$ cat config.mk
export PLATFORM = sky130hd
export DESIGN_NAME = dual_timer_pwm_counter
export DESIGN_NICKNAME = d
export VERILOG_FILES = /design/src/rtl/timer_pkg.sv /design/src/rtl/dual_timer_pwm_counter.sv /design/src/rtl/sticky_flag.sv /design/src/rtl/counter_channel.sv
export SDC_FILE = /design/constraint.sdc
export NUM_CORES = 1
export LEC_CHECK = 0
export BUFFER_PORTS_ARGS = -buffer_cell sky130_fd_sc_hd__buf_2
export CAP_MARGIN = 20
export CORE_MARGIN = 4
export CORE_UTILIZATION = 40
export DETAILED_ROUTE_END_ITERATION = 6
export PLACE_DENSITY = 0.58
export SETUP_SLACK_MARGIN = 0.15
export SLEW_MARGIN = 40
export SYNTH_ARGS = -nofsm -noshare
export SYNTH_HDL_FRONTEND = slang
export SYNTH_SLANG_ARGS = --single-unit
$ cat constraint.sdc
create_clock -name clk -period 4.18 [get_ports clk]
set_input_delay 0.209 -clock clk [delete_from_list [all_inputs] [get_ports clk]]
set_output_delay 0.209 -clock clk [all_outputs]
set_load 0.005 [all_outputs]
$ cat src/rtl/timer_pkg.sv
// shared constants of the dual timer and pwm block
package timer_pkg;

    localparam int COUNTERS = 2;
    localparam int CTRL_WIDTH = 4;

    // byte addresses of the register map
    localparam logic [31:0] ADDR_C1_RELOAD_LOW = 32'hb000_0800;
    localparam logic [31:0] ADDR_C1_LIVE = 32'hb000_0804;
    localparam logic [31:0] ADDR_C1_CTRL = 32'hb000_0808;
    localparam logic [31:0] ADDR_C1_CLEAR = 32'hb000_080c;
    localparam logic [31:0] ADDR_C1_STATUS = 32'hb000_0810;
    localparam logic [31:0] ADDR_C2_RELOAD_LOW = 32'hb000_0814;
    localparam logic [31:0] ADDR_C2_LIVE = 32'hb000_0818;
    localparam logic [31:0] ADDR_C2_CTRL = 32'hb000_081c;
    localparam logic [31:0] ADDR_C2_CLEAR = 32'hb000_0820;
    localparam logic [31:0] ADDR_C2_STATUS = 32'hb000_0824;
    localparam logic [31:0] ADDR_ALL_MASKED = 32'hb000_08a0;
    localparam logic [31:0] ADDR_ALL_CLEAR = 32'hb000_08a4;
    localparam logic [31:0] ADDR_ALL_RAW = 32'hb000_08a8;
    localparam logic [31:0] ADDR_VERSION = 32'hb000_08ac;
    localparam logic [31:0] ADDR_C1_RELOAD_HIGH = 32'hb000_08b0;
    localparam logic [31:0] ADDR_C2_RELOAD_HIGH = 32'hb000_08b4;

    // control register fields
    localparam int CTRL_ENABLE_BIT = 0;
    localparam int CTRL_USER_MODE_BIT = 1;
    localparam int CTRL_MASK_BIT = 2;
    localparam int CTRL_PWM_BIT = 3;

    // values after reset and fixed words
    localparam logic [CTRL_WIDTH-1:0] CTRL_RESET = 4'h0;
    localparam logic [31:0] RELOAD_RESET = 32'h0000_0000;
    localparam logic [31:0] COUNT_RESET = 32'h0000_0000;
    localparam logic [31:0] READ_IDLE = 32'h0000_0000;
    localparam logic [31:0] ALL_ONES = 32'hffff_ffff;
    // version word value is arbitrary
    localparam logic [31:0] VERSION_WORD = 32'h0000_0101;

endpackage : timer_pkg

$ cat src/rtl/dual_timer_pwm_counter.sv
// top of the dual timer and pwm block with its register file
//
// The strobed register port was chosen for this implementation.
module dual_timer_pwm_counter (
    input wire logic clk,
    input wire logic reset,
    input wire logic [31:0] addr,
    input wire logic [31:0] wrData,
    input wire logic wrStrobe,
    input wire logic rdStrobe,
    output logic [31:0] rdData_q,
    output logic [1:0] pwmOut,
    output logic [1:0] irqOut_q
);

    localparam int N = timer_pkg::COUNTERS;

    logic [31:0] reloadLow_q [N];
    logic [31:0] reloadHigh_q [N];
    logic [timer_pkg::CTRL_WIDTH-1:0] ctrl_q [N];
    logic [31:0] liveCount [N];

    logic [N-1:0] hitLow;
    logic [N-1:0] hitLive;
    logic [N-1:0] hitCtrl;
    logic [N-1:0] hitClear;
    logic [N-1:0] hitStatus;
    logic [N-1:0] hitHigh;

    logic [N-1:0] ctrlEn;
    logic [N-1:0] ctrlUser;
    logic [N-1:0] ctrlMask;
    logic [N-1:0] ctrlPwm;

    logic [N-1:0] wrapEvent;
    logic [N-1:0] clearReq;
    logic [N-1:0] rawFlag;
    logic [N-1:0] maskedFlag;

    logic hitAllMasked;
    logic hitAllClear;
    logic hitAllRaw;
    logic hitVersion;
    logic allClear;
    logic [31:0] readMux;

    // shared register decode
    assign hitAllMasked = (addr == timer_pkg::ADDR_ALL_MASKED);
    assign hitAllClear = (addr == timer_pkg::ADDR_ALL_CLEAR);
    assign hitAllRaw = (addr == timer_pkg::ADDR_ALL_RAW);
    assign hitVersion = (addr == timer_pkg::ADDR_VERSION);
    // a read of the combined clear register drops every flag at once
    assign allClear = rdStrobe & hitAllClear;

    genvar i;
    generate
        for (i = 0; i < N; i++)
        begin : g_chan
            localparam logic [31:0] LOW_ADDR = (i == 0) ?
                timer_pkg::ADDR_C1_RELOAD_LOW : timer_pkg::ADDR_C2_RELOAD_LOW;
            localparam logic [31:0] LIVE_ADDR = (i == 0) ?
                timer_pkg::ADDR_C1_LIVE : timer_pkg::ADDR_C2_LIVE;
            localparam logic [31:0] CTRL_ADDR = (i == 0) ?
                timer_pkg::ADDR_C1_CTRL : timer_pkg::ADDR_C2_CTRL;
            localparam logic [31:0] CLEAR_ADDR = (i == 0) ?
                timer_pkg::ADDR_C1_CLEAR : timer_pkg::ADDR_C2_CLEAR;
            localparam logic [31:0] STATUS_ADDR = (i == 0) ?
                timer_pkg::ADDR_C1_STATUS : timer_pkg::ADDR_C2_STATUS;
            localparam logic [31:0] HIGH_ADDR = (i == 0) ?
                timer_pkg::ADDR_C1_RELOAD_HIGH : timer_pkg::ADDR_C2_RELOAD_HIGH;

            // per-counter decode
            assign hitLow[i] = (addr == LOW_ADDR);
            assign hitLive[i] = (addr == LIVE_ADDR);
            assign hitCtrl[i] = (addr == CTRL_ADDR);
            assign hitClear[i] = (addr == CLEAR_ADDR);
            assign hitStatus[i] = (addr == STATUS_ADDR);
            assign hitHigh[i] = (addr == HIGH_ADDR);

            // control fields
            assign ctrlEn[i] = ctrl_q[i][timer_pkg::CTRL_ENABLE_BIT];
            assign ctrlUser[i] = ctrl_q[i][timer_pkg::CTRL_USER_MODE_BIT];
            assign ctrlMask[i] = ctrl_q[i][timer_pkg::CTRL_MASK_BIT];
            assign ctrlPwm[i] = ctrl_q[i][timer_pkg::CTRL_PWM_BIT];

            // own clear read or the combined one
            assign clearReq[i] = (rdStrobe & hitClear[i]) | allClear;
            // mask only hides the flag, the raw flag keeps its state
            assign maskedFlag[i] = rawFlag[i] & ~ctrlMask[i];

            // software writable registers; reserved control bits drop
            always_ff @(posedge clk)
            begin
                if (reset)
                begin
                    reloadLow_q[i] <= timer_pkg::RELOAD_RESET;
                    reloadHigh_q[i] <= timer_pkg::RELOAD_RESET;
                    ctrl_q[i] <= timer_pkg::CTRL_RESET;
                end
                else if (wrStrobe)
                begin
                    if (hitLow[i])
                        reloadLow_q[i] <= wrData;
                    if (hitHigh[i])
                        reloadHigh_q[i] <= wrData;
                    if (hitCtrl[i])
                        ctrl_q[i] <= wrData[timer_pkg::CTRL_WIDTH-1:0];
                end
            end

            counter_channel u_channel (
                .clk(clk),
                .reset(reset),
                .enable(ctrlEn[i]),
                .userMode(ctrlUser[i]),
                .pwmMode(ctrlPwm[i]),
                .reloadLow(reloadLow_q[i]),
                .reloadHigh(reloadHigh_q[i]),
                .count_q(liveCount[i]),
                .wrapEvent(wrapEvent[i]),
                .pwmLevel_q(pwmOut[i])
            );

            // every wrap sets the flag, so pwm flags both edges
            sticky_flag u_flag (
                .clk(clk),
                .reset(reset),
                .set(wrapEvent[i]),
                .clear(clearReq[i]),
                .flag_q(rawFlag[i])
            );
        end
    endgenerate

    // read selection; clear registers and unmapped addresses read zero
    assign readMux =
        hitLow[0] ? reloadLow_q[0] :
        hitLive[0] ? liveCount[0] :
        hitCtrl[0] ? {28'h0000000, ctrl_q[0]} :
        hitStatus[0] ? {31'h00000000, maskedFlag[0]} :
        hitHigh[0] ? reloadHigh_q[0] :
        hitLow[1] ? reloadLow_q[1] :
        hitLive[1] ? liveCount[1] :
        hitCtrl[1] ? {28'h0000000, ctrl_q[1]} :
        hitStatus[1] ? {31'h00000000, maskedFlag[1]} :
        hitHigh[1] ? reloadHigh_q[1] :
        hitAllMasked ? {30'h00000000, maskedFlag} :
        hitAllRaw ? {30'h00000000, rawFlag} :
        hitVersion ? timer_pkg::VERSION_WORD :
        timer_pkg::READ_IDLE;

    // read data only in the cycle after the strobe; the live value is
    // sampled in the strobe cycle, so no read can ever stall the master
    always_ff @(posedge clk)
    begin
        if (reset)
            rdData_q <= timer_pkg::READ_IDLE;
        else if (rdStrobe)
            rdData_q <= readMux;
        else
            rdData_q <= timer_pkg::READ_IDLE;
    end

    // interrupt lines lag the flag by one clock to come from a flop
    always_ff @(posedge clk)
    begin
        if (reset)
            irqOut_q <= 2'h0;
        else
            irqOut_q <= maskedFlag;
    end
endmodule : dual_timer_pwm_counter

$ cat src/rtl/sticky_flag.sv
// one interrupt flag that a hardware event sets and a read clears
module sticky_flag (
    input wire logic clk,
    input wire logic reset,
    input wire logic set,
    input wire logic clear,
    output logic flag_q
);

    logic flag_d;

    // set beats clear so an event in the clearing cycle is kept
    assign flag_d = set | (flag_q & ~clear);

    always_ff @(posedge clk)
    begin
        if (reset)
            flag_q <= 1'b0;
        else
            flag_q <= flag_d;
    end

endmodule : sticky_flag

$ cat src/rtl/counter_channel.sv
// one 32-bit down-counter with its reload policy and pwm phase
module counter_channel (
    input wire logic clk,
    input wire logic reset,
    input wire logic enable,
    input wire logic userMode,
    input wire logic pwmMode,
    input wire logic [31:0] reloadLow,
    input wire logic [31:0] reloadHigh,
    output logic [31:0] count_q,
    output logic wrapEvent,
    output logic pwmLevel_q
);

    logic running_q;
    logic phaseHigh_q;
    logic phaseHigh_d;
    logic [31:0] count_d;
    logic startUp;
    logic atZero;
    logic [31:0] userReload;
    logic [31:0] wrapReload;

    // first enabled cycle after reset or disable loads the low reload
    assign startUp = enable & ~running_q;
    assign atZero = (count_q == 32'h0000_0000);
    // alternate between the two reloads, current contents used
    assign userReload = phaseHigh_q ? reloadLow : reloadHigh;
    assign wrapReload = userMode ? userReload : timer_pkg::ALL_ONES;
    // the event is the step from zero to the reloaded value
    assign wrapEvent = enable & running_q & atZero;

    // decrement every clock while enabled, freeze while disabled
    assign count_d = startUp ? reloadLow :
        ~enable ? count_q :
        atZero ? wrapReload :
        count_q - 32'h0000_0001;

    // phase toggles only in user mode so free-running never alternates
    assign phaseHigh_d = startUp ? 1'b0 :
        (wrapEvent & userMode) ? ~phaseHigh_q : phaseHigh_q;

    // low phase lasts reload plus one clocks: reload down to zero inclusive
    always_ff @(posedge clk)
    begin
        if (reset)
        begin
            count_q <= timer_pkg::COUNT_RESET;
            running_q <= 1'b0;
            phaseHigh_q <= 1'b0;
            pwmLevel_q <= 1'b0;
        end
        else
        begin
            count_q <= count_d;
            running_q <= enable;
            phaseHigh_q <= phaseHigh_d;
            pwmLevel_q <= pwmMode & phaseHigh_d;
        end
    end

endmodule : counter_channel

# [Word-level counts from Yosys, hierarchy flattened]
# Memories as Yosys holds them, arrays and structs flattened.
# Cells that the tools add are included.
# W data, S select, Z words.
[word_totals] reg_bits=106 elab_cells=133 input_bits=68 n_memories=3 mem_bits_rw=136
[memory_table] memory="reloadHigh_q" depth=2 word_bits=32 rd=2 rd_ports_with_merged_regs=0 write_ports=2 line="dual_timer_pwm_counter.sv:19" rtl="logic [31:0] reloadHigh_q [N];"
[memory_table] memory="reloadLow_q" depth=2 word_bits=32 rd=2 rd_ports_with_merged_regs=0 write_ports=2 line="dual_timer_pwm_counter.sv:18" rtl="logic [31:0] reloadLow_q [N];"
[memory_table] memory="ctrl_q" depth=2 word_bits=4 rd=2 rd_ports_with_merged_regs=0 write_ports=2 line="dual_timer_pwm_counter.sv:20" rtl="logic [timer_pkg::CTRL_WIDTH-1:0] ctrl_q [N];"
[op_classes] n_eq_ne=16 n_mux=59 n_bitwise=36 reduce_logical=5 add_sub_neg=2
[ops] operator="$mux W32" n=24
[ops] operator="$eq A32 B32 Y1 const B" n=16
[ops] operator="$logic_not A32 Y1" n=2
[ops] operator="$sub A32 B1 Y32 const B" n=2
[ops] operator="$mux W1" n=30
[ops] operator="$mux W9" n=3
[ops] operator="$and A1 B1 Y1" n=17
[ops] operator="$or A1 B1 Y1" n=10
[ops] operator="$not A1 Y1" n=9
[ops] operator="$mux W4" n=2
[ops] operator="$reduce_bool A2 Y1" n=2
[ops] operator="$reduce_or A2 Y1" n=1

# [Logic depth before layout (Yosys ltp)]
[logic_depth] ltp_word=14 depth_mapped=10 ltp_nobuf=8

# [Modules after synthesis]
# Synthesis repeated with hierarchy kept, for this count alone.
[hier_totals] hier_cells=1449 hier_area_um2=13739.4
[by_module_without_submodules] mod="dual_timer_pwm_counter" seq_area_each_um2=4764.6 cells_per_inst=716 n_inst=1 area_per_inst_um2=8037.7
[by_module_without_submodules] mod="counter_channel (g_chan[0].u_channel)" seq_area_each_um2=700.7 cells_per_inst=361 n_inst=1 area_per_inst_um2=2829.0
[by_module_without_submodules] mod="counter_channel (g_chan[1].u_channel)" seq_area_each_um2=700.7 cells_per_inst=364 n_inst=1 area_per_inst_um2=2795.2
[by_module_without_submodules] mod="sticky_flag" seq_area_each_um2=20.0 cells_per_inst=4 n_inst=2 area_per_inst_um2=38.8

# [Least setup slack after synthesis]
# OpenSTA, ideal clock, no wires.
[synth_timing] path_type="in2reg" startpoint="in addr[7]" endpoint="mem reloadLow_q[0][0], enable pin" path_buffers=3 t_arrival_ps=2722 path_stages=8 required_ps=3791 setup_ps=389 path_slack_ps=1068 cell_sequence="clkbuf_1 nor4_1 nand2_1 nor2_1 clkbuf_1 clkbuf_1 nand2_1 nand2_1"
[synth_rtl] item="start, declared" line="dual_timer_pwm_counter.sv:7" rtl="input wire logic [31:0] addr,"
[synth_rtl] item="end, declared" line="dual_timer_pwm_counter.sv:18"

# [Worst setup path after layout]
[layout_timing] startpoint="reg g_chan[1].u_channel.count_q[14]" endpoint="reg g_chan[1].u_channel.count_q[11]"
[layout_between] elab_chain_len=4
[layout_lines] item="start, declared" line="counter_channel.sv:10" rtl="output logic [31:0] count_q,"
[layout_lines] item="start signal, assigned" line="counter_channel.sv:48" rtl="count_q <= timer_pkg::COUNT_RESET;"
[layout_lines] item="start signal, assigned" line="counter_channel.sv:55" rtl="count_q <= count_d;"
[layout_lines] item="$logic_not A32 Y1" line="counter_channel.sv:26" rtl="assign atZero = (count_q == 32'h0000_0000);"
[layout_lines] item="$mux W32" line="counter_channel.sv:36" rtl="atZero ? wrapReload :"
[layout_lines] item="$mux W32" line="counter_channel.sv:35" rtl="~enable ? count_q :"
[layout_lines] item="$mux W32" line="counter_channel.sv:34" rtl="assign count_d = startUp ? reloadLow :"
# No other way between the ends. The select of a mux whose other input is x is not followed.
# A chain may end at the register's enable or synchronous reset.

==> impl_metrics.env <==
export IMPL_finalSetupViolCount=0
export IMPL_drt_total_wl_mm=44.5
export IMPL_setup_tns_ns=0
export IMPL_critPathLaunch="g_chan[1].u_channel.count_q[14]"
export IMPL_drt_pass1_iter_count=6
export IMPL_nets=1480
export IMPL_drc=0
export IMPL_grt_max_degree=41
export IMPL_m1WireLength_mm=18.2
export IMPL_synth_seq_area_share_pct=47.6
export IMPL_finalHoldViolCount=0
export IMPL_cts_inserted_buffers=28
export IMPL_dr_wl_met2_mm=20.7
export IMPL_cts_root_buf="clkbuf_16"
export IMPL_r2r_start="g_chan[1].u_channel.count_q[14]"
export IMPL_rrSetupSlack_ns=1.06
export IMPL_ant_nets=0
export IMPL_hold_path_startpoint="wrData[18]"
export IMPL_fillCellCount=3084
export IMPL_crit_required_ns=4.62
export IMPL_synth_cell_type_count=71
export IMPL_wl_per_cell_um=23.9
export IMPL_start_util_pct=40.9
export IMPL_pwr_share_comb_pct=10.0
export IMPL_synth_seq_cells=242
export IMPL_synthArstFlopShare_pct=0
export IMPL_final_instance_count_excl_fill=1865
export IMPL_netlist_instances=1344
export IMPL_cts_htree_levels=1
export IMPL_dr_first_iter_drc_count=1303
export IMPL_topRoutingLayerUsed="met4"
export IMPL_clk_transition_reported_paths_ns=0.06
export IMPL_grt_overflow_total=0
export IMPL_hold_depth=2
export IMPL_io_pins=104
export IMPL_slowest_delay_ns=0.67
export IMPL_gp_congestion=0.929
export IMPL_worst_slack_ns=1.06
export IMPL_first_global_vias=11100
export IMPL_met3WireLength_mm=3.65
export IMPL_outcome="finished, final reports clean"
export IMPL_hold_path_class="in2reg"
export IMPL_vias_per_cell=6.26
export IMPL_post_cts_resized=0
export IMPL_grt_pass1_wl_mm=67.3
export IMPL_die_h_um=189
export IMPL_cp_max_fo=16
export IMPL_tightest_slew_ns=0.911
export IMPL_p_sw_mw=1.50
export IMPL_dpl_cell_count=1812
export IMPL_ir_drop_mv=0.291
export IMPL_p_sw_share_pct=25.7
export IMPL_chipWidth_um=189
export IMPL_core_um2=31900
export IMPL_synth_main_ff_cell="edfxtp_1"
export IMPL_slew_headroom_pct=39.2
export IMPL_clock_latency_ns=0.55
export IMPL_p_int_mw=4.36
export IMPL_crit_chain="or4_1 -> or3_1 -> nor4_4 -> and2_1 -> o21ai_0 -> a311oi_1"
export IMPL_via_count=11700
export IMPL_synth_warnings=0
export IMPL_diodes=0
export IMPL_worst_path_buf_inv=0
export IMPL_rsz0062_at_grt="false"
export IMPL_cap_violations=0
export IMPL_period_minus_slack_ns=3.12
export IMPL_cp_arrival_ns=3.56
export IMPL_pwr_share_seq_pct=47.1
export IMPL_hpwl_mm=31.9
export IMPL_pwr_share_clk_pct=42.9
export IMPL_clockBufferDepth=3
export IMPL_grt_total_usage_pct=24.0
export IMPL_worstSetupEndpointType="flip-flop"
export IMPL_synth_net_count=1416
export IMPL_port_buffers=103
export IMPL_max_freq_mhz=321
export IMPL_power_density_nw_per_um2=393
export IMPL_rows=65
export IMPL_netlist_area_um2=13000
export IMPL_synth_edf_count=136
export IMPL_worstReg2RegEnd="g_chan[1].u_channel.count_q[11]"
export IMPL_die_area_um2=35600
export IMPL_cp_top_family="simple AND/OR/NAND/NOR gates"
export IMPL_pre_cts_slack_ns=1.11
export IMPL_antenna_found_initial=0
export IMPL_crit_path_start_kind="flip-flop"
export IMPL_crit_path_top_delay_cell="or4_1"
export IMPL_syn_avg_cell_area_um2=9.71
export IMPL_drive_gt1_share_pct=16.1
export IMPL_fin_crit_sh_pct=74.6
export IMPL_r2r_cells=6
export IMPL_drv_slew=0
export IMPL_clock_sinks=242
export IMPL_holdPathEnd="reloadLow_q[0][18]"
export IMPL_fin_skew_ns=0.0156
export IMPL_cts_tree="built"
export IMPL_p_leak_nw=5.10
export IMPL_area_growth_syn_to_layout_pct=14.4
export IMPL_critPathKind="reg2reg"
## cell usage after synthesis, types with 15 or more instances
| library cell | number | area share, % |
|---|---|---|
| nor4_1 | 22 | 1.1 |
| nand2_1 | 76 | 2.2 |
| edfxtp_1 | 136 | 31 |
| a21oi_1 | 47 | 1.8 |
| and2_1 | 142 | 6.8 |
| o22ai_1 | 48 | 2.3 |
| mux2_2 | 20 | 1.7 |
| nand3_1 | 40 | 1.5 |
| a311oi_1 | 15 | 1.0 |
| mux2i_1 | 31 | 2.4 |
| a211oi_1 | 16 | 0.92 |
| xnor2_1 | 19 | 1.3 |
| nor2_1 | 112 | 3.2 |
| a221oi_1 | 41 | 2.8 |
| clkbuf_1 | 89 | 2.6 |
| o21ai_0 | 47 | 1.8 |
| dfxtp_1 | 106 | 16 |
| nor3_1 | 26 | 1.0 |
| xor2_1 | 18 | 1.2 |
| a22oi_1 | 80 | 4.6 |
## per-stage QoR
step	total power [mW]	hold WS [ns]	area (um2)	util (%)
after floorplan	3.14	0.407	13000	-
after global placement	3.38	0.474	14000	43.8
after detailed placement	3.38	0.476	14000	43.8
after CTS	5.88	0.00275	14900	46.8
after global routing	6.05	0.0170	14900	46.8
final	5.86	0.0130	14900	46.8
## repair_timing
| item | CTS | global route |
|---|---|---|
| buffers inserted | 0 | 0 |
| hold endpoints to repair | 1 | 0 |
| hold buffers | 1 | 0 |
## worst max path at each step
stage                                            endpoint  cells past startpoint
after floorplan                         reloadLow_q[0][0]                      8
after global placement                 reloadLow_q[0][24]                      9
after detailed placement  g_chan[1].u_channel.count_q[11]                      6
after CTS                 g_chan[1].u_channel.count_q[11]                      6
after global routing      g_chan[1].u_channel.count_q[11]                      6
final                     g_chan[1].u_channel.count_q[11]                      6
## flip-flops by register name, indices dropped and copies added, names as in the netlist
name                          cells
ctrl_q                            8
g_chan.u_flag.flag_q              2
g_chan.u_channel.count_q         64
irqOut_q                          2
g_chan.u_channel.running_q        2
reloadHigh_q                     64
g_chan.u_channel.phaseHigh_q      2
rdData_q                         32
g_chan.u_channel.pwmLevel_q       2
reloadLow_q                      64
## final cells by class
type | instances | area [um2] | area share (%)
Multi-Input combinational cell | 981 | 6380 | 42.7
Sequential cell | 242 | 6210 | 41.6
Clock inverter | 9 | 123 | 0.821
Tap cell | 435 | 544 | 3.65
Timing Repair Buffer | 141 | 803 | 5.38
Inverter | 14 | 52.6 | 0.352
Clock buffer | 43 | 818 | 5.48
## cells by family after synthesis
group | after synthesis | share of synthesized area (%)
AND/OR/NAND/NOR | 512 | 21.3
AO/OA/AOI/OAI | 377 | 20.4
flip-flops | 242 | 47.6
buffers and inverters | 121 | 3.78
multiplexers | 51 | 4.10
XOR/XNOR | 37 | 2.48
adder cells (fa/ha/maj) | 4 | 0.384
## placed cells by master, fill, tap and decap left out, drive strengths merged, types with 9 or more instances in the layout
cell / n
nand2: 77
nor3: 28
a211oi: 16
inv: 10
mux2: 20
or4: 12
xor2: 18
a311oi: 15
a22oi: 80
a221oi: 41
or3: 10
dfxtp: 106
nor4: 25
buf: 140
xnor2: 19
a31oi: 11
edfxtp: 136
nor2b: 12
mux2i: 31
clkbuf: 43
o31ai: 11
nor2: 112
nand2b: 9
nand3: 41
o21ai: 47
o22ai: 48
and2: 142
o221ai: 11
a21oi: 47
## power by group through the flow
stage                     registers, mW  clock network [mW]  logic [mW]
after floorplan                    2.74                   0       0.400
after global placement             2.81                   0       0.569
after detailed placement           2.81                   0       0.573
after CTS                          2.76                2.54       0.577
after global routing               2.77                2.63       0.643
final                              2.76                2.51       0.587
## routing by layer
metal	vias to the layer above	track usage, %
met1	5630	32.0
li1	5272	-
met2	662	39.4
met3	114	3.71
met4	0	9.73
met5	-	0
Note: power is estimated with default switching activity, not from simulation.
